`src/design/asc_regs.vh`:
```
// Register offsets, field positions, reset values and timing counts.
// Summary of operation
// - Send 8 or 9 bits; tx ninth bit.
// - Rx ninth bit gets bit 8 or 7.
// - Preamble of ones precedes first data load.
// - Start bit zero first, stop bit one last.
// - Set tx empty on buffer handoff; interrupt.
// - Idle shifter drives line high.
// - Module disable releases both pins.
// - Send break repeats all-zero characters.
// - After break ends, send at least one one; a break begun while data shifts lets a waiting character follow at once.
// - All-zero character with zero stop is break.
// - Break sets flags, clears data and ninth bit.
// - Idle character all ones, starts every transmission.
// - Tx disable finishes character; toggle queues idle.
// - Inversion bit inverts every transmitted level.
// - Tx complete when all empty and idle.
// - Full character moves to buffer, sets rx full.
// - Receiver samples at sixteen times baud.
// - Resync sample clock on start and on a data falling edge.
// - Start search: zero after three ones.
// - Verify start with samples three, five, seven.
// - Two ones of three fail start verification.
// - Data bit is majority; disagreement sets noise.
// - Missing stop one sets framing error.
`ifndef ASC_REGS_VH
`define ASC_REGS_VH
// ---------------------------------------------------------------
// Register offsets
// ---------------------------------------------------------------
`define ASC_CTRL1     3'h0
`define ASC_CTRL2     3'h1
`define ASC_CTRL3     3'h2
`define ASC_STAT1     3'h3
`define ASC_STAT2     3'h4
`define ASC_DATA      3'h5
`define ASC_BAUD      3'h6
// ---------------------------------------------------------------
// Field positions
// ---------------------------------------------------------------
`define C1_ENABLE     6
`define C1_INVERT     5
`define C1_NINE       4
`define C1_PAR_EN     1
`define C1_PAR_ODD    0
`define C2_TE_IE      7
`define C2_TC_IE      6
`define C2_RF_IE      5
`define C2_TX_EN      3
`define C2_RX_EN      2
`define C2_BREAK      0
`define C3_RX9        7
`define C3_TX9        6
// ---------------------------------------------------------------
// Reset values and timing
// ---------------------------------------------------------------
`define ASC_STAT1_RST 8'hc0
`define ASC_BAUD_RST  8'h00
`define ASC_RT_LAST   4'hf
`endif

```
`src/design/asc_core.v`:
```
// Asynchronous serial transmitter and receiver core.
//
// Strobed register access and the placing of the registers were left to the implementer.
`timescale 1ns/100ps
`include "asc_regs.vh"
module asc_core #(
  parameter DIVW = 8
) (
  // Clock and reset
  input  wire       core_clk,
  input  wire       rst_n,
  // Register port
  input  wire [2:0] reg_addr,
  input  wire [7:0] reg_wdata,
  input  wire       reg_wr,
  input  wire       reg_rd,
  output reg  [7:0] reg_rdata,
  // Serial pins
  input  wire       serial_in_pin,
  output reg        serial_out_pin,
  output reg        serial_out_oe,
  // Interrupt requests
  output reg        tx_irq,
  output reg        rx_irq
);

  // ---------------------------------------------------------------
  // Functions
  // ---------------------------------------------------------------
  function maj3;
    input [2:0] s;
    begin
      maj3 = (s[0] & s[1]) | (s[0] & s[2]) | (s[1] & s[2]);
    end
  endfunction

  function [3:0] char_bits;
    input nine;
    begin
      char_bits = nine ? 4'hb : 4'ha;
    end
  endfunction

  // ---------------------------------------------------------------
  // Registers
  // ---------------------------------------------------------------
  reg [7:0] ctrl1_r;
  reg [7:0] ctrl2_r;
  reg       tx9_r;
  reg       rx9_r;
  reg [7:0] baud_r;
  reg [7:0] tdata_r;
  reg [7:0] rdata_r;
  reg       te_flag_r;
  reg       tc_flag_r;
  reg       rf_flag_r;
  reg       or_flag_r;
  reg       nf_flag_r;
  reg       fe_flag_r;
  reg       pe_flag_r;
  reg       bk_flag_r;
  reg       rp_flag_r;
  reg       stat1_seen_r;

  wire en     = ctrl1_r[`C1_ENABLE];
  wire nine   = ctrl1_r[`C1_NINE];
  wire par_en = ctrl1_r[`C1_PAR_EN];
  wire tx_en  = ctrl2_r[`C2_TX_EN];
  wire rx_en  = ctrl2_r[`C2_RX_EN];
  wire brk    = ctrl2_r[`C2_BREAK];

  // ---------------------------------------------------------------
  // Sample clock divider
  // ---------------------------------------------------------------
  reg [DIVW-1:0] div_r;
  wire           rt_tick = (div_r == {DIVW{1'b0}});

  always @(posedge core_clk or negedge rst_n) begin
    if (!rst_n) begin
      div_r <= {DIVW{1'b0}};
    end else if (!en || rt_tick) begin
      div_r <= baud_r[DIVW-1:0];
    end else begin
      div_r <= div_r - {{(DIVW-1){1'b0}}, 1'b1};
    end
  end

  // ---------------------------------------------------------------
  // Transmitter
  // ---------------------------------------------------------------
  localparam TX_IDLE = 3'b001;
  localparam TX_PRE  = 3'b010;
  localparam TX_SHFT = 3'b100;

  reg [2:0]  tx_st_r;
  reg [10:0] tx_sh_r;
  reg [3:0]  tx_cnt_r;
  reg [3:0]  tx_rt_r;
  reg        tx_brk_r;
  reg        tx_post_r;
  reg        tx_qidle_r;
  reg        tx_line_r;

  wire bit_end = rt_tick && (tx_rt_r == `ASC_RT_LAST);
  wire last    = (tx_cnt_r == 4'h1);
  wire tpar    = ^{tdata_r, nine & tx9_r} ^ ctrl1_r[`C1_PAR_ODD];
  wire wr_data = reg_wr && (reg_addr == `ASC_DATA);
  wire wr_c2   = reg_wr && (reg_addr == `ASC_CTRL2);
  wire [10:0] frame8 = {1'b1, par_en ? tpar : tdata_r[7], tdata_r[6:0],
                        1'b0, 1'b0};
  wire [10:0] frame9 = {1'b1, par_en ? tpar : tx9_r, tdata_r, 1'b0};

  always @(posedge core_clk or negedge rst_n) begin
    if (!rst_n) begin
      tx_st_r    <= TX_IDLE;
      tx_sh_r    <= 11'h7ff;
      tx_cnt_r   <= 4'h0;
      tx_rt_r    <= 4'h0;
      tx_brk_r   <= 1'b0;
      tx_post_r  <= 1'b0;
      tx_qidle_r <= 1'b0;
      tx_line_r  <= 1'b1;
    end else if (!en) begin
      tx_st_r    <= TX_IDLE;
      tx_cnt_r   <= 4'h0;
      tx_line_r  <= 1'b1;
      tx_qidle_r <= 1'b0;
    end else begin
      if (wr_c2 && tx_en && !reg_wdata[`C2_TX_EN] && tx_st_r == TX_SHFT)
        tx_qidle_r <= 1'b1;
      if (rt_tick)
        tx_rt_r <= tx_rt_r + 4'h1;
      case (tx_st_r)
        TX_IDLE: begin
          tx_line_r <= 1'b1;
          if (tx_en && (!te_flag_r || brk)) begin
            tx_st_r  <= TX_PRE;
            tx_cnt_r <= char_bits(nine) - (nine ? 4'h0 : 4'h0);
            tx_rt_r  <= 4'h0;
          end
        end
        TX_PRE: begin
          tx_line_r <= 1'b1;
          if (bit_end) begin
            tx_cnt_r <= tx_cnt_r - 4'h1;
            if (last) begin
              tx_st_r  <= TX_SHFT;
              tx_cnt_r <= char_bits(nine);
              tx_brk_r <= brk;
              if (brk)
                tx_sh_r <= 11'h000;
              else if (tx_en && !te_flag_r)
                tx_sh_r <= nine ? frame9 : {1'b1, frame8[10:1]};
              else
                tx_st_r <= TX_IDLE;
            end
          end
        end
        TX_SHFT: begin
          tx_line_r <= tx_sh_r[0];
          if (bit_end) begin
            tx_sh_r  <= {1'b1, tx_sh_r[10:1]};
            tx_cnt_r <= tx_cnt_r - 4'h1;
            if (last) begin
              if (tx_brk_r && !brk) begin
                tx_post_r <= 1'b1;
                tx_st_r   <= TX_PRE;
                tx_cnt_r  <= 4'h1;
              end else if (tx_qidle_r && tx_en) begin
                tx_qidle_r <= 1'b0;
                tx_st_r    <= TX_PRE;
                tx_cnt_r   <= char_bits(nine);
              end else if (tx_en && brk) begin
                tx_sh_r  <= 11'h000;
                tx_cnt_r <= char_bits(nine);
              end else if (tx_en && !te_flag_r) begin
                tx_sh_r  <= nine ? frame9 : {1'b1, frame8[10:1]};
                tx_cnt_r <= char_bits(nine);
                tx_brk_r <= 1'b0;
              end else begin
                tx_st_r    <= TX_IDLE;
                tx_brk_r   <= 1'b0;
                tx_qidle_r <= 1'b0;
              end
            end
          end
        end
        default: tx_st_r <= TX_IDLE;
      endcase
      if (tx_post_r && tx_st_r == TX_PRE && bit_end)
        tx_post_r <= 1'b0;
    end
  end

  wire tx_load = en && bit_end && last && !brk && tx_en && !te_flag_r &&
                 ((tx_st_r == TX_PRE) ||
                  (tx_st_r == TX_SHFT && !(tx_brk_r && !brk) &&
                   !tx_qidle_r));

  // ---------------------------------------------------------------
  // Receiver input synchroniser and sampling
  // ---------------------------------------------------------------
  localparam RX_HUNT = 3'b001;
  localparam RX_STRT = 3'b010;
  localparam RX_DATA = 3'b100;

  reg [2:0]  rx_sync_r;
  reg        rx_in_r;
  reg [2:0]  rx_hist_r;
  reg [2:0]  rx_st_r;
  reg [3:0]  rx_rt_r;
  reg [2:0]  rx_smp_r;
  reg [3:0]  rx_cnt_r;
  reg [9:0]  rx_sh_r;
  reg        rx_noise_r;
  reg        rx_prev_r;

  wire rx_bit  = maj3(rx_smp_r);
  wire rx_dis  = (rx_smp_r != 3'h0) && (rx_smp_r != 3'h7);
  wire [3:0] rx_total = char_bits(nine) - 4'h2;
  wire rd_st1  = reg_rd && (reg_addr == `ASC_STAT1);
  wire rd_dat  = reg_rd && (reg_addr == `ASC_DATA);
  reg  rx_done;
  reg  rx_fe;
  reg  rx_brk;

  always @(posedge core_clk or negedge rst_n) begin
    if (!rst_n) begin
      rx_sync_r <= 3'h7;
      rx_in_r   <= 1'b1;
    end else begin
      rx_sync_r <= {rx_sync_r[1:0], serial_in_pin};
      if (rx_sync_r[1] == rx_sync_r[2])
        rx_in_r <= rx_sync_r[2];
    end
  end

  always @* begin
    rx_done = 1'b0;
    rx_fe   = 1'b0;
    rx_brk  = 1'b0;
    if (rx_st_r == RX_DATA && rt_tick && rx_rt_r == `ASC_RT_LAST &&
        rx_cnt_r == rx_total) begin
      rx_done = 1'b1;
      rx_fe   = !rx_bit;
      rx_brk  = !rx_bit && (rx_sh_r == 10'h000);
    end
  end

  always @(posedge core_clk or negedge rst_n) begin
    if (!rst_n) begin
      rx_st_r    <= RX_HUNT;
      rx_hist_r  <= 3'h0;
      rx_rt_r    <= 4'h0;
      rx_smp_r   <= 3'h0;
      rx_cnt_r   <= 4'h0;
      rx_sh_r    <= 10'h000;
      rx_noise_r <= 1'b0;
      rx_prev_r  <= 1'b1;
    end else if (!en || !rx_en) begin
      rx_st_r   <= RX_HUNT;
      rx_hist_r <= 3'h0;
    end else if (rt_tick) begin
      rx_rt_r <= rx_rt_r + 4'h1;
      case (rx_st_r)
        RX_HUNT: begin
          rx_hist_r <= {rx_hist_r[1:0], rx_in_r};
          if (rx_hist_r == 3'h7 && !rx_in_r) begin
            rx_st_r    <= RX_STRT;
            rx_rt_r    <= 4'h2;
            rx_sh_r    <= 10'h000;
            rx_noise_r <= 1'b0;
            rx_smp_r   <= 3'h0;
          end
        end
        RX_STRT: begin
          if (rx_rt_r == 4'h3 || rx_rt_r == 4'h5 || rx_rt_r == 4'h7)
            rx_smp_r <= {rx_smp_r[1:0], rx_in_r};
          if (rx_rt_r == 4'h8) begin
            if (rx_bit) begin
              rx_st_r   <= RX_HUNT;
              rx_hist_r <= 3'h0;
            end else begin
              rx_noise_r <= rx_dis;
              rx_smp_r   <= {2'h0, rx_in_r};
            end
          end
          if (rx_rt_r == 4'h9 || rx_rt_r == 4'ha)
            rx_smp_r <= {rx_smp_r[1:0], rx_in_r};
          if (rx_rt_r == `ASC_RT_LAST) begin
            rx_noise_r <= rx_noise_r | rx_dis;
            rx_st_r    <= RX_DATA;
            rx_rt_r    <= 4'h0;
            rx_cnt_r   <= 4'h0;
            rx_prev_r  <= 1'b0;
          end
        end
        RX_DATA: begin
          if (rx_rt_r >= 4'h8 && rx_rt_r <= 4'ha)
            rx_smp_r <= {rx_smp_r[1:0], rx_in_r};
          if (rx_rt_r == `ASC_RT_LAST) begin
            rx_noise_r <= rx_noise_r | rx_dis;
            rx_prev_r  <= rx_bit;
            rx_cnt_r   <= rx_cnt_r + 4'h1;
            if (rx_cnt_r != rx_total)
              rx_sh_r <= {rx_bit, rx_sh_r[9:1]};
            else
              rx_st_r <= RX_HUNT;
          end
          if (rx_prev_r && rx_in_r == 1'b0 && rx_hist_r[0] &&
              rx_rt_r < 4'h4)
            rx_rt_r <= 4'h2;
          rx_hist_r <= {rx_hist_r[1:0], rx_in_r};
        end
        default: rx_st_r <= RX_HUNT;
      endcase
    end
  end

  // Received payload aligned for the chosen length.
  wire [8:0] rx_word = nine ? rx_sh_r[9:1] : {rx_sh_r[9], rx_sh_r[9:2]};
  wire       rpar    = ^{rx_word[7:0], nine & rx_word[8]} ^
                       ctrl1_r[`C1_PAR_ODD];

  // ---------------------------------------------------------------
  // Register writes and flags
  // ---------------------------------------------------------------
  always @(posedge core_clk or negedge rst_n) begin
    if (!rst_n) begin
      ctrl1_r      <= 8'h00;
      ctrl2_r      <= 8'h00;
      tx9_r        <= 1'b0;
      rx9_r        <= 1'b0;
      baud_r       <= `ASC_BAUD_RST;
      tdata_r      <= 8'h00;
      rdata_r      <= 8'h00;
      te_flag_r    <= 1'b1;
      tc_flag_r    <= 1'b1;
      rf_flag_r    <= 1'b0;
      or_flag_r    <= 1'b0;
      nf_flag_r    <= 1'b0;
      fe_flag_r    <= 1'b0;
      pe_flag_r    <= 1'b0;
      bk_flag_r    <= 1'b0;
      rp_flag_r    <= 1'b0;
      stat1_seen_r <= 1'b0;
    end else begin
      if (reg_wr && reg_addr == `ASC_CTRL1)
        ctrl1_r <= reg_wdata;
      if (wr_c2)
        ctrl2_r <= reg_wdata;
      if (reg_wr && reg_addr == `ASC_CTRL3)
        tx9_r <= reg_wdata[`C3_TX9];
      if (reg_wr && reg_addr == `ASC_BAUD)
        baud_r <= reg_wdata;
      if (rd_st1)
        stat1_seen_r <= 1'b1;
      if (wr_data) begin
        tdata_r <= reg_wdata;
        if (stat1_seen_r)
          te_flag_r <= 1'b0;
        stat1_seen_r <= 1'b0;
      end
      if (tx_load)
        te_flag_r <= 1'b1;
      tc_flag_r <= te_flag_r && !wr_data && tx_st_r == TX_IDLE &&
                   !brk;
      rp_flag_r <= rx_st_r != RX_HUNT;
      if (rd_dat && rf_flag_r && stat1_seen_r) begin
        rf_flag_r <= 1'b0;
        or_flag_r <= 1'b0;
        nf_flag_r <= 1'b0;
        fe_flag_r <= 1'b0;
        pe_flag_r <= 1'b0;
        bk_flag_r <= 1'b0;
        stat1_seen_r <= 1'b0;
      end
      if (rx_done) begin
        if (rf_flag_r)
          or_flag_r <= 1'b1;
        else begin
          rf_flag_r <= 1'b1;
          rdata_r   <= rx_brk ? 8'h00 : rx_word[7:0];
          rx9_r     <= rx_brk ? 1'b0 : (nine ? rx_word[8] :
                                         rx_word[7]);
        end
        fe_flag_r <= rx_fe;
        nf_flag_r <= rx_noise_r | rx_dis;
        pe_flag_r <= par_en && rpar && !rx_brk;
        if (rx_brk)
          bk_flag_r <= 1'b1;
      end
    end
  end

  // ---------------------------------------------------------------
  // Read port and outputs
  // ---------------------------------------------------------------
  always @(posedge core_clk or negedge rst_n) begin
    if (!rst_n) begin
      reg_rdata      <= 8'h00;
      serial_out_pin <= 1'b1;
      serial_out_oe  <= 1'b0;
      tx_irq         <= 1'b0;
      rx_irq         <= 1'b0;
    end else begin
      reg_rdata <= 8'h00;
      if (reg_rd) begin
        case (reg_addr)
          `ASC_CTRL1: reg_rdata <= ctrl1_r;
          `ASC_CTRL2: reg_rdata <= ctrl2_r;
          `ASC_CTRL3: reg_rdata <= {rx9_r, tx9_r, 6'h00};
          `ASC_STAT1: reg_rdata <= {te_flag_r, tc_flag_r, rf_flag_r,
                                    1'b0, or_flag_r, nf_flag_r,
                                    fe_flag_r, pe_flag_r};
          `ASC_STAT2: reg_rdata <= {6'h00, bk_flag_r, rp_flag_r};
          `ASC_DATA:  reg_rdata <= rdata_r;
          `ASC_BAUD:  reg_rdata <= baud_r;
          default:    reg_rdata <= 8'h00;
        endcase
      end
      serial_out_pin <= tx_line_r ^ ctrl1_r[`C1_INVERT];
      serial_out_oe  <= en && (tx_en || tx_st_r != TX_IDLE);
      tx_irq <= (te_flag_r && ctrl2_r[`C2_TE_IE]) ||
                (tc_flag_r && ctrl2_r[`C2_TC_IE]);
      rx_irq <= rf_flag_r && ctrl2_r[`C2_RF_IE];
    end
  end

endmodule

```
`config.mk`:
```
export PLATFORM = sky130hd
export DESIGN_NAME = asc_core
export DESIGN_NICKNAME = d
export VERILOG_FILES = /design/src/design/asc_core.v
export VERILOG_INCLUDE_DIRS = /design/src /design/src/design
export SDC_FILE = /design/constraint.sdc
export NUM_CORES = 1
export LEC_CHECK = 0
export ABC_AREA = 1
export BUFFER_PORTS_ARGS = -buffer_cell sky130_fd_sc_hd__buf_4
export CELL_PAD_IN_SITES_DETAIL_PLACEMENT = 0
export CELL_PAD_IN_SITES_GLOBAL_PLACEMENT = 1
export CORE_UTILIZATION = 45
export CTS_CLUSTER_DIAMETER = 120
export DETAILED_ROUTE_END_ITERATION = 8
export PLACE_DENSITY_LB_ADDON = 0.25
export SYNTH_ARGS = -nofsm -noshare
export SYNTH_HDL_FRONTEND = slang
export SYNTH_SLANG_ARGS = --single-unit
```
`constraint.sdc`:
```
create_clock -name core_clk -period 3.7 [get_ports core_clk]
set_clock_uncertainty 0.1 [all_clocks]
set_input_delay 0 -clock core_clk [delete_from_list [all_inputs] [get_ports core_clk]]
set_output_delay 0 -clock core_clk [all_outputs]
set_load 0.03 [all_outputs]
```
After elaboration in Yosys (flattened, before gate mapping)

Index checks and enable logic that the tools add are counted.

Register bits: 130
Input port bits: 16
Logic and storage cells: 349

$add $sub $neg: 6
$lt $le $gt $ge: 3
Equality and inequality tests: 59
Multiplexer cells: 131
Bitwise operators: 14
Reduce and logical (&&, ||, !) cells: 96

Operators with widths:

| cell                                           | number |
|---|---|
| two-way mux 11 bit                             | 9 |
| two-way mux 3 bit                              | 30 |
| two-way mux 4 bit                              | 18 |
| case mux 8 bit (7 select lines)                | 1 |
| two-way mux 1 bit                              | 51 |
| two-way mux 10 bit                             | 5 |
| logical AND 1 bit                              | 45 |
| != test 3 bit (second input constant)          | 13 |
| two-way mux 8 bit                              | 4 |
| case mux 3 bit (3 select lines)                | 3 |
| case mux 4 bit (3 select lines)                | 2 |
| case mux 11 bit (2 select lines)               | 1 |
| == test 4 bit (second input constant)          | 5 |
| case mux 10 bit (2 select lines)               | 1 |
| == test 3 bit (second input constant)          | 6 |
| != test 2 bit (second input constant)          | 9 |
| AND reduction 6 bit                            | 3 |
| XOR reduction 9 bit                            | 2 |
| AND reduction 7 bit                            | 2 |
| nonzero test 2 bit                             | 7 |
| adder 4 x 1 -> 4 bit (second input constant)   | 3 |
| == test 3 x 2 -> 1 bit (second input constant) | 4 |
| nonzero test 3 bit                             | 4 |
| logical NOT 1 bit                              | 11 |
| 36 further kinds                               | 70 |

Logic depth before layout (Yosys ltp)

Gate-level depths: netlist of the first run.

Depth in word-level cells: 14
Gate-level depth with buffers: 15

Worst setup path after synthesis of the first run

No wires, ideal clock.

Kind: register -> register
Start point: reg rx_rt_r[0]
End point: reg rdata_r[4]
Setup time: 0.125 ns
Arrival time: 1.729 ns
Setup slack: 1.746 ns
Stages on the path, launching flop included: 8
Buffers on the path: 0
Period minus slack after synthesis: 1.954 ns
Path through: dfrtp_1 > ha_1 > nand2_2 > nor2_4 > inv_2 > nor4_4 > nand2_4 > mux2_4

Longest elaborated chain between the ends: 5
Elaborated cells between the ends (all ways): 7
Those cells by class: 1 x eq/ne; 3 x mux; 3 x reduce/logical

Ends and longest elaborated chain:

| element                                                         | RTL line       | text |
|---|---|---|
| start: declaration                                              | asc_core.v:211 | `reg [3:0] rx_rt_r;` |
| start signal: assignment                                        | asc_core.v:264 | `rx_rt_r <= rx_rt_r + 4'h1;` |
| == test 4 bit (no line) (*)                                     | n/a            |  |
| logical AND 1 bit (no line) (*)                                 | n/a            |  |
| logical AND 1 bit (*)                                           | asc_core.v:242 | `` if (rx_st_r == RX_DATA && rt_tick && rx_rt_r == `ASC_RT_LAST && `` |
| two-way mux 1 bit                                               | asc_core.v:242 |  |
| two-way mux 8 bit / AND reduction 2 bit (equally long branches) | n/a            |  |
| end signal: assignment                                          | asc_core.v:383 | `rdata_r <= rx_brk ? 8'h00 : rx_word[7:0];` |
| end: declaration                                                | asc_core.v:53  | `reg [7:0] rdata_r;` |

Mark *: on every way between the ends. The rest lies on a longest branch, timed or not.
A chain may end at the register's enable or synchronous reset.

Worst setup path in the final report of the first run

Start point: reg div_r[0]
End point: reg tx_sh_r[6]

Longest elaborated chain between the ends: 4
Elaborated cells between the ends (all ways): 5
Those cells by class: 2 x eq/ne; 3 x reduce/logical

Ends and longest elaborated chain:

| element                           | RTL line       | text |
|---|---|---|
| start: declaration                | asc_core.v:75  | `reg [DIVW-1:0] div_r;` |
| start signal: assignment          | asc_core.v:80  | `div_r <= {DIVW{1'b0}};` |
| start signal: assignment          | asc_core.v:82  | `div_r <= baud_r[DIVW-1:0];` |
| start signal: assignment          | asc_core.v:84  | `div_r <= div_r - {{(DIVW-1){1'b0}}, 1'b1};` |
| logical NOT 8 bit (*)             | asc_core.v:76  | `wire rt_tick = (div_r == {DIVW{1'b0}});` |
| logical AND 1 bit (*)             | asc_core.v:104 | `` wire bit_end = rt_tick && (tx_rt_r == `ASC_RT_LAST); `` |
| != test 2 bit (no line)           | n/a            |  |
| AND reduction 6 bit (no line) (*) | n/a            |  |
| end signal: assignment            | asc_core.v:153 | `tx_sh_r <= nine ? frame9 : {1'b1, frame8[10:1]};` |
| end signal: assignment            | asc_core.v:162 | `tx_sh_r <= {1'b1, tx_sh_r[10:1]};` |
| end signal: assignment            | asc_core.v:177 | `tx_sh_r <= nine ? frame9 : {1'b1, frame8[10:1]};` |
| end: declaration                  | asc_core.v:96  | `reg [10:0] tx_sh_r;` |

Marked as above.

==> flow_summary_export.csv, run 1 <==
group,metric,value,unit
outcome,status,"finished, final reports clean",
grt,grt_max_degree,72,
die,die_height,125.1,um
setup_path,critical_path_class,"flop to flop",
place,gp_congestion,0.8873,
place,portBuffers,27,
final_layout,fin_nets,901,
timing,finalHoldViolations,0,
clock_network,cts_sinks,130,
routing,routed_via_density,5.416,
grt,grtUsageTotal,24.25,%
power,vdd_drop_max,0.3340,mV
setup_path,cp_max_fo,6,
die,die_x,125.1,um
timing,period_share,70.42,%
grt,grt_pass1_vias,5797,
setup_path,crit_chain,"inv_1, ha_1, nand2_1, nor2_2, nand2_8, inv_1, nand4_1, a2111oi_0, nand2_1, o21ai_1",
die,core_area,14640,um^2
setup_path,worst_r2r_endpoint,"tx_sh_r[6]$_DFFE_PN1P_",
grt,grt_pass1_wl,29.62,mm
synth,synth_ff_type,"dfrtp_1",
synth,syn_inst,825,
power,p_sw,1.555,mW
setup_path,cp.required,3.96,ns
timing,max_freq,383.8,MHz
timing,tightest_slew,0.9699,ns
routing,route.detailed.drc,0,
timing,slew_headroom,33.67,%
setup_path,critPathLaunchType,"flop",
setup_path,cp_slowest_cell,"a2111oi_0",
final_layout,n_fill_cell,1379,
timing,rsz0062_at_grt,"false",
final_layout,layout-drive-gt1-share,13.27,%
setup_path,endpoint,"tx_sh_r[6]$_DFFE_PN1P_",
die,ios,28,
power,p_seq_share,39.8,%
setup_path,cp.arrival,2.86,ns
clock_network,cts_made_buffers,17,
place,post-dp-hpwl,12.75,mm
clock_network,root_buffer,"clkbuf_16",
clock_network,cts_max_level,4,
routing,antenna_left,0,
clock_network,cts_buffer_depth,2,
routing,drt-total-wl,17.39,mm
synth,syn-mean-instance-area,8.266,um^2
timing,fin_crit,2.606,ns
clock_network,cts_tree,"built",
power,p_total,4.624,mW
flow_run,maxCapViolations,0,
synth,async_flop_share,100.0,%
setup_path,cp_top_family,"compound AO/OA/AOI/OAI gates",
setup_path,cpPeakStageDelay,0.80,ns
synth,ys.warnings.count,0,
synth,synth_cell_type_count,58,
worst_hold_path,min_path_cells,2,
synth,syn_area,6819,um^2
setup_path,cp.depth,10,
grt,antenna_found_initial,0,
timing,setup_tns,0,ns
setup_path,reg2regPathDepth,10,
setup_path,worst-r2r-setup-slack,1.09,ns
grt,overflow,0,
clock_network,clk_latency,0.43,ns
clock_network,clk_pin_slew,0.06,ns
routing,vias,5811,
synth,synth_edf_count,0,
synth,syn_nets,850,
die,start_util,46.57,%
setup_path,crit_path_start,"div_r[0]$_DFF_PN0_",
setup_path,rr_startpoint,"div_r[0]$_DFF_PN0_",
die,num_rows,44,
timing,final-setup-viol-count,0,
power,p_clk_share,36.7,%
routing,avgRoutedWirePerCell,16.21,um
final_layout,area_growth,16.92,%
synth,ys_seq_area_share,48.11,%
worst_hold_path,hold_class,"primary input to flop",
power,leakage,3.702,nW
power,powerDensity,580.0,nW/um^2
routing,drtIter0Drc,383,
power,power_frac_comb,23.6,%
setup_path,critPathCaptureType,"flop",
power,swShare,33.62,%
die,design.die.area,15650,um^2
final_layout,num_antenna_cells,0,
routing,drt_pre_antenna_iters,7,
timing,final_max_slew_viol_count,0,
synth,ys_ff_latch,130,
setup_path,path_buf_inv,2,
power,intPower,3.069,mW
Yosys cell counts, types with 4 or more instances:
library cell / count / area share [%]
dfstp_2: 22 / 8.5
nor3_1: 15 / 1.1
ha_1: 9 / 1.7
nand2_1: 190 / 10
nand4_1: 9 / 0.83
o211ai_1: 4 / 0.44
xnor2_1: 7 / 0.90
inv_1: 106 / 5.8
a21oi_1: 46 / 3.4
clkbuf_1: 7 / 0.39
a31oi_1: 6 / 0.55
o21ai_0: 82 / 6.0
o31ai_1: 11 / 1.2
xor2_1: 13 / 1.7
dfrtp_1: 108 / 40
a221oi_1: 6 / 0.77
a22oi_1: 6 / 0.66
o21ai_1: 7 / 0.51
inv_2: 7 / 0.39
buf_2: 7 / 0.51
a32o_1: 4 / 0.59
o22ai_1: 9 / 0.83
nor4_1: 5 / 0.46
nand3_1: 22 / 1.6
nor2_1: 66 / 3.6
mux2_4: 6 / 1.3
through the flow:
step	std cells	area, um^2	worst slack [ns]	utilization, %	hold slack, ns
4_1_cts	1073	7973	1.132	54.44	0.1190
2_1_floorplan	825	6819	1.746	-	-0.3956
5_1_grt	1073	7973	0.8643	54.44	0.1299
3_5_place_dp	1024	7202	1.159	49.18	0.01259
3_3_place_gp	1024	7202	1.164	49.18	0.01159
6_report	1073	7973	1.094	54.44	0.1304
power groups by stage:
stage	Sequential (mW)	Clock (mW)	Combinational [mW]
floorplan	1.82	0	0.769
global placement	1.85	0	1.05
detailed placement	1.86	0	1.07
CTS	1.84	1.72	1.09
global route	1.87	1.79	1.25
finish	1.84	1.70	1.09
sequential cells by signal, indices dropped and copies added, names as in the netlist, 4 cells and up:
signal,cells
rx_cnt_r,4
tx_sh_r,11
reg_rdata,8
tx_rt_r,4
baud_r,8
rx_rt_r,4
ctrl2_r,8
rdata_r,8
tdata_r,8
rx_sh_r,10
tx_cnt_r,4
div_r,8
ctrl1_r,8
placed cells by master (no fill, tap or decap), types with 7 or more instances in the layout:
master	netlist	layout
dlygate4sd3_1	0	17
ha_1	9	9
nor3_1	15	15
dfrtp_1	108	108
o21ai_1	7	7
inv_1	106	106
xor2_1	13	13
nand3_1	22	22
o21ai_0	82	82
nand2_1	190	190
inv_2	7	7
nor2_1	66	66
xnor2_1	7	7
buf_4	1	31
o22ai_1	9	9
o31ai_1	11	11
a21oi_1	46	46
clkbuf_16	0	17
dfstp_2	22	22
nand4_1	9	9
routing by layer:
metal | global-route usage [%] | wire, um | up-vias
met5 | 0 | 0 | -
met4 | 9.684 | 331 | 0
met3 | 4.750 | 694 | 28
met2 | 39.73 | 8397 | 112
met1 | 31.66 | 7967 | 2811
li1 | - | - | 2860
worst min-delay path by stage:
stage                             endpoint  slack, ns     startpoint
floorplan            baud_r[0]$_DFFE_PN0P_      -0.40          rst_n
global placement    rx_sync_r[0]$_DFF_PN1_       0.01  serial_in_pin
detailed placement  rx_sync_r[0]$_DFF_PN1_       0.01  serial_in_pin
CTS                 rx_sync_r[0]$_DFF_PN1_       0.12  serial_in_pin
global route        rx_sync_r[0]$_DFF_PN1_       0.13  serial_in_pin
finish              rx_sync_r[0]$_DFF_PN1_       0.13  serial_in_pin
area by class of cell:
class	instances	area [um^2]	area share, %
clock buffers	21	470.5	5.901
clock inverters	11	130.1	1.632
inverters	116	435.4	5.461
multi-input cells	563	3023	37.92
flip-flops and latches	130	3281	41.15
well taps	184	230.2	2.888
repair buffers	48	402.9	5.053
kinds of logic (layout without fill, tap and decap cells):
group | count (synthesis) | count (layout) | share of synthesized area, %
compound gates | 199 | 199 | 17.19
xor+xnor | 20 | 20 | 2.569
fa+ha+maj | 10 | 10 | 1.798
buf+inv | 132 | 196 | 7.560
flops | 130 | 130 | 48.11
mux | 8 | 8 | 1.633
simple gates | 326 | 326 | 21.14
timing repair:
action,in CTS,in global routing
setup buffers,0,0
resized for setup,0,0
setup endpoints to repair,0,0
hold buffers,17,0
endpoints found under the hold margin,104,0
Power figures use the tool's default switching activity.
==> run 2: changes to the inputs <==
--- a/config.mk
+++ b/config.mk
@@ -10,7 +10,7 @@
 export BUFFER_PORTS_ARGS = -buffer_cell sky130_fd_sc_hd__buf_4
 export CELL_PAD_IN_SITES_DETAIL_PLACEMENT = 0
 export CELL_PAD_IN_SITES_GLOBAL_PLACEMENT = 1
-export CORE_UTILIZATION = 45
+export CORE_UTILIZATION = 43
 export CTS_CLUSTER_DIAMETER = 120
 export DETAILED_ROUTE_END_ITERATION = 8
 export PLACE_DENSITY_LB_ADDON = 0.25
==> constraint.sdc (replaced) <==
create_clock -name core_clk -period 2.2 [get_ports core_clk]
set_clock_uncertainty 0.1 [all_clocks]
set_input_delay 0 -clock core_clk [delete_from_list [all_inputs] [get_ports core_clk]]
set_output_delay 0 -clock core_clk [all_outputs]
set_load 0.03 [all_outputs]
==> run 2 against run 1 <==
Power is 65% higher. Flip-flop and latch count stayed put. Non-clock buffer count is 29 higher. Worst setup slack worse by 0.97 ns. Combinational power is 80% higher. Largest power group unchanged. Global-route usage is 0.75 points lower. Sequential power is 68% higher. Critical path depth is 5 higher. Final cell count is 5.2% higher. Maximum frequency is 26% higher. Clock-buffer cell count is 2 lower. Critical endpoint is now tx_sh_r[8]$_DFFE_PN1P_.
==> flow_summary_export.csv, run 2 (synthesized netlist as in run 1, its figures left out) <==
group,metric,value,unit
setup_path,cp.required,2.44,ns
grt,grt_pass1_vias,5833,
clock_network,clk_latency,0.42,ns
routing,avgRoutedWirePerCell,15.92,um
grt,grt_pass1_wl,29.54,mm
power,leakage,3.830,nW
flow_run,maxCapViolations,0,
clock_network,root_buffer,"clkbuf_16",
grt,grtUsageTotal,23.51,%
final_layout,num_antenna_cells,0,
timing,layout_setup_ws,0.1247,ns
timing,whs,0.03442,ns
clock_network,cts_tree,"built",
worst_hold_path,hold_class,"primary input to flop",
die,core_area,15310,um^2
timing,slew_headroom,61.31,%
routing,drt-total-wl,17.97,mm
place,gp_congestion,0.8455,
grt,overflow,0,
timing,max_freq,481.9,MHz
setup_path,critPathCaptureType,"flop",
place,portBuffers,27,
place,place_ws,0.03679,ns
final_layout,largest_register_ff_count,11,
die,die_height,127.9,um
timing,finalHoldViolations,0,
routing,route.detailed.drc,0,
final_layout,multiInputGateArea,3065,um^2
routing,vias,5940,
die,ios,28,
setup_path,worst-r2r-setup-slack,0.12,ns
routing,drt_pre_antenna_iters,5,
setup_path,critical_path_class,"flop to flop",
clock_network,cts_made_buffers,17,
die,start_util,44.53,%
final_layout,fin_nets,930,
die,die_x,127.9,um
final_layout,regArea,3282,um^2
final_layout,postLayoutCoreUtil,53.88,%
final_layout,max_flop_register,"tx_sh_r",
clock_network,cts_max_level,4,
place,post-dp-hpwl,13.14,mm
final_layout,postLayoutCellArea,8252,um^2
power,vdd_drop_max,0.5730,mV
die,design.die.area,16370,um^2
final_layout,n_fill_cell,1493,
place,place_area,7487,um^2
final_layout,final_common_cell,"nand2_1",
outcome,status,"finished, final reports clean",
grt,antenna_found_initial,0,
routing,antenna_left,0,
clock_network,clk_pin_slew,0.06,ns
grt,grt_max_degree,49,
clock_network,cts_sinks,130,
timing,rsz0062_at_grt,"true",
setup_path,cp_max_fo,8,
routing,routed_via_density,5.261,
final_layout,area_growth,21.01,%
timing,final_max_slew_viol_count,0,
timing,fin_crit,2.075,ns
timing,period_share,94.33,%
final_layout,layout-drive-gt1-share,16.88,%
final_layout,layout_common_cells,"nand2_1, dfrtp_1, inv_1, o21ai_0, nor2_1",
final_layout,largestRegisters,"tx_sh_r x11, rx_sh_r x10",
timing,final-setup-viol-count,0,
routing,drtIter0Drc,455,
clock_network,cts_buffer_depth,2,
setup_path,critPathLaunchType,"flop",
timing,tightest_slew,0.5772,ns
die,num_rows,45,
setup_path,cp.arrival,2.32,ns
power,powerDensity,922.0,nW/um^2
-- run 2: cell type report --
type	count	area share (%)
Sequential cell	130	39.77
Multi-Input combinational cell	563	37.15
Timing Repair Buffer	77	8.021
Clock buffer	19	5.489
Inverter	116	5.322
Tap cell	211	3.199
Clock inverter	13	1.046
-- run 2: worst max-delay path, stage by stage (launching register included) --
cell and delay [ns]:
dfrtp_1 0.37, inv_1 0.10, ha_1 0.15, nand2_1 0.08, nor2_4 0.14, nand2_8 0.07
buf_12 0.14, nor2_4 0.08, nand2_1 0.09, clkinv_1 0.08, nand3_2 0.10, nor2_4 0.14
buf_4 0.17, nand2_1 0.06, inv_1 0.05, a21oi_1 0.06
-- run 2: layer usage --
metal  vias to the layer above  global-route usage, %  part of all wire [%]
met5                         -                      0                     0
met4                         0                  8.443                   2.0
met3                        29                  3.923                   3.7
met2                       135                  39.07                    48
met1                      2866                  30.99                    46
li1                       2910                      -                     -
-- run 2: worst paths after layout --
check / from / endpoint / cells past startpoint
setup / recovery: div_r[0]$_DFF_PN0_ / tx_sh_r[8]$_DFFE_PN1P_ / 15
hold reg to reg: rx_sync_r[0]$_DFF_PN1_ / rx_sync_r[1]$_DFF_PN1_ / 0
hold / removal: reg_addr[2] / reg_rdata[0]$_DFF_PN0_ / 4
min in group asynchronous: rst_n / ctrl2_r[6]$_DFFE_PN0N_ / 3
setup reg to reg: div_r[0]$_DFF_PN0_ / tx_sh_r[8]$_DFFE_PN1P_ / 15
max in group asynchronous: rst_n / ctrl1_r[7]$_DFFE_PN0P_ / 4
-- run 2: per-stage QoR --
stage | std cells | total power, mW | setup TNS (ns)
CTS | 1128 | 7.642 | 0
global route | 1129 | 8.095 | -0.01713
global placement | 1079 | 4.975 | 0
floorplan | 825 | 4.356 | 0
detailed placement | 1079 | 5.018 | 0
finish | 1129 | 7.608 | 0
-- run 2: timing repair --
action | in CTS | in global routing
setup endpoints to repair | 1 | 21
hold buffers | 17 | 0
gates resized for setup | 1 | 11
buffers inserted | 0 | 1
endpoints found under the hold margin | 157 | 0
pin swaps | 0 | 1
-- run 2: report_power, final --
part | leakage, nW | total [mW] | internal [mW] | switching (mW)
combinational | 1.91 | 1.96 | 0.709 | 1.25
sequential | 1.66 | 3.09 | 2.77 | 0.321
clock | 0.261 | 2.56 | 1.49 | 1.07
total | 3.83 | 7.61 | 4.97 | 2.64
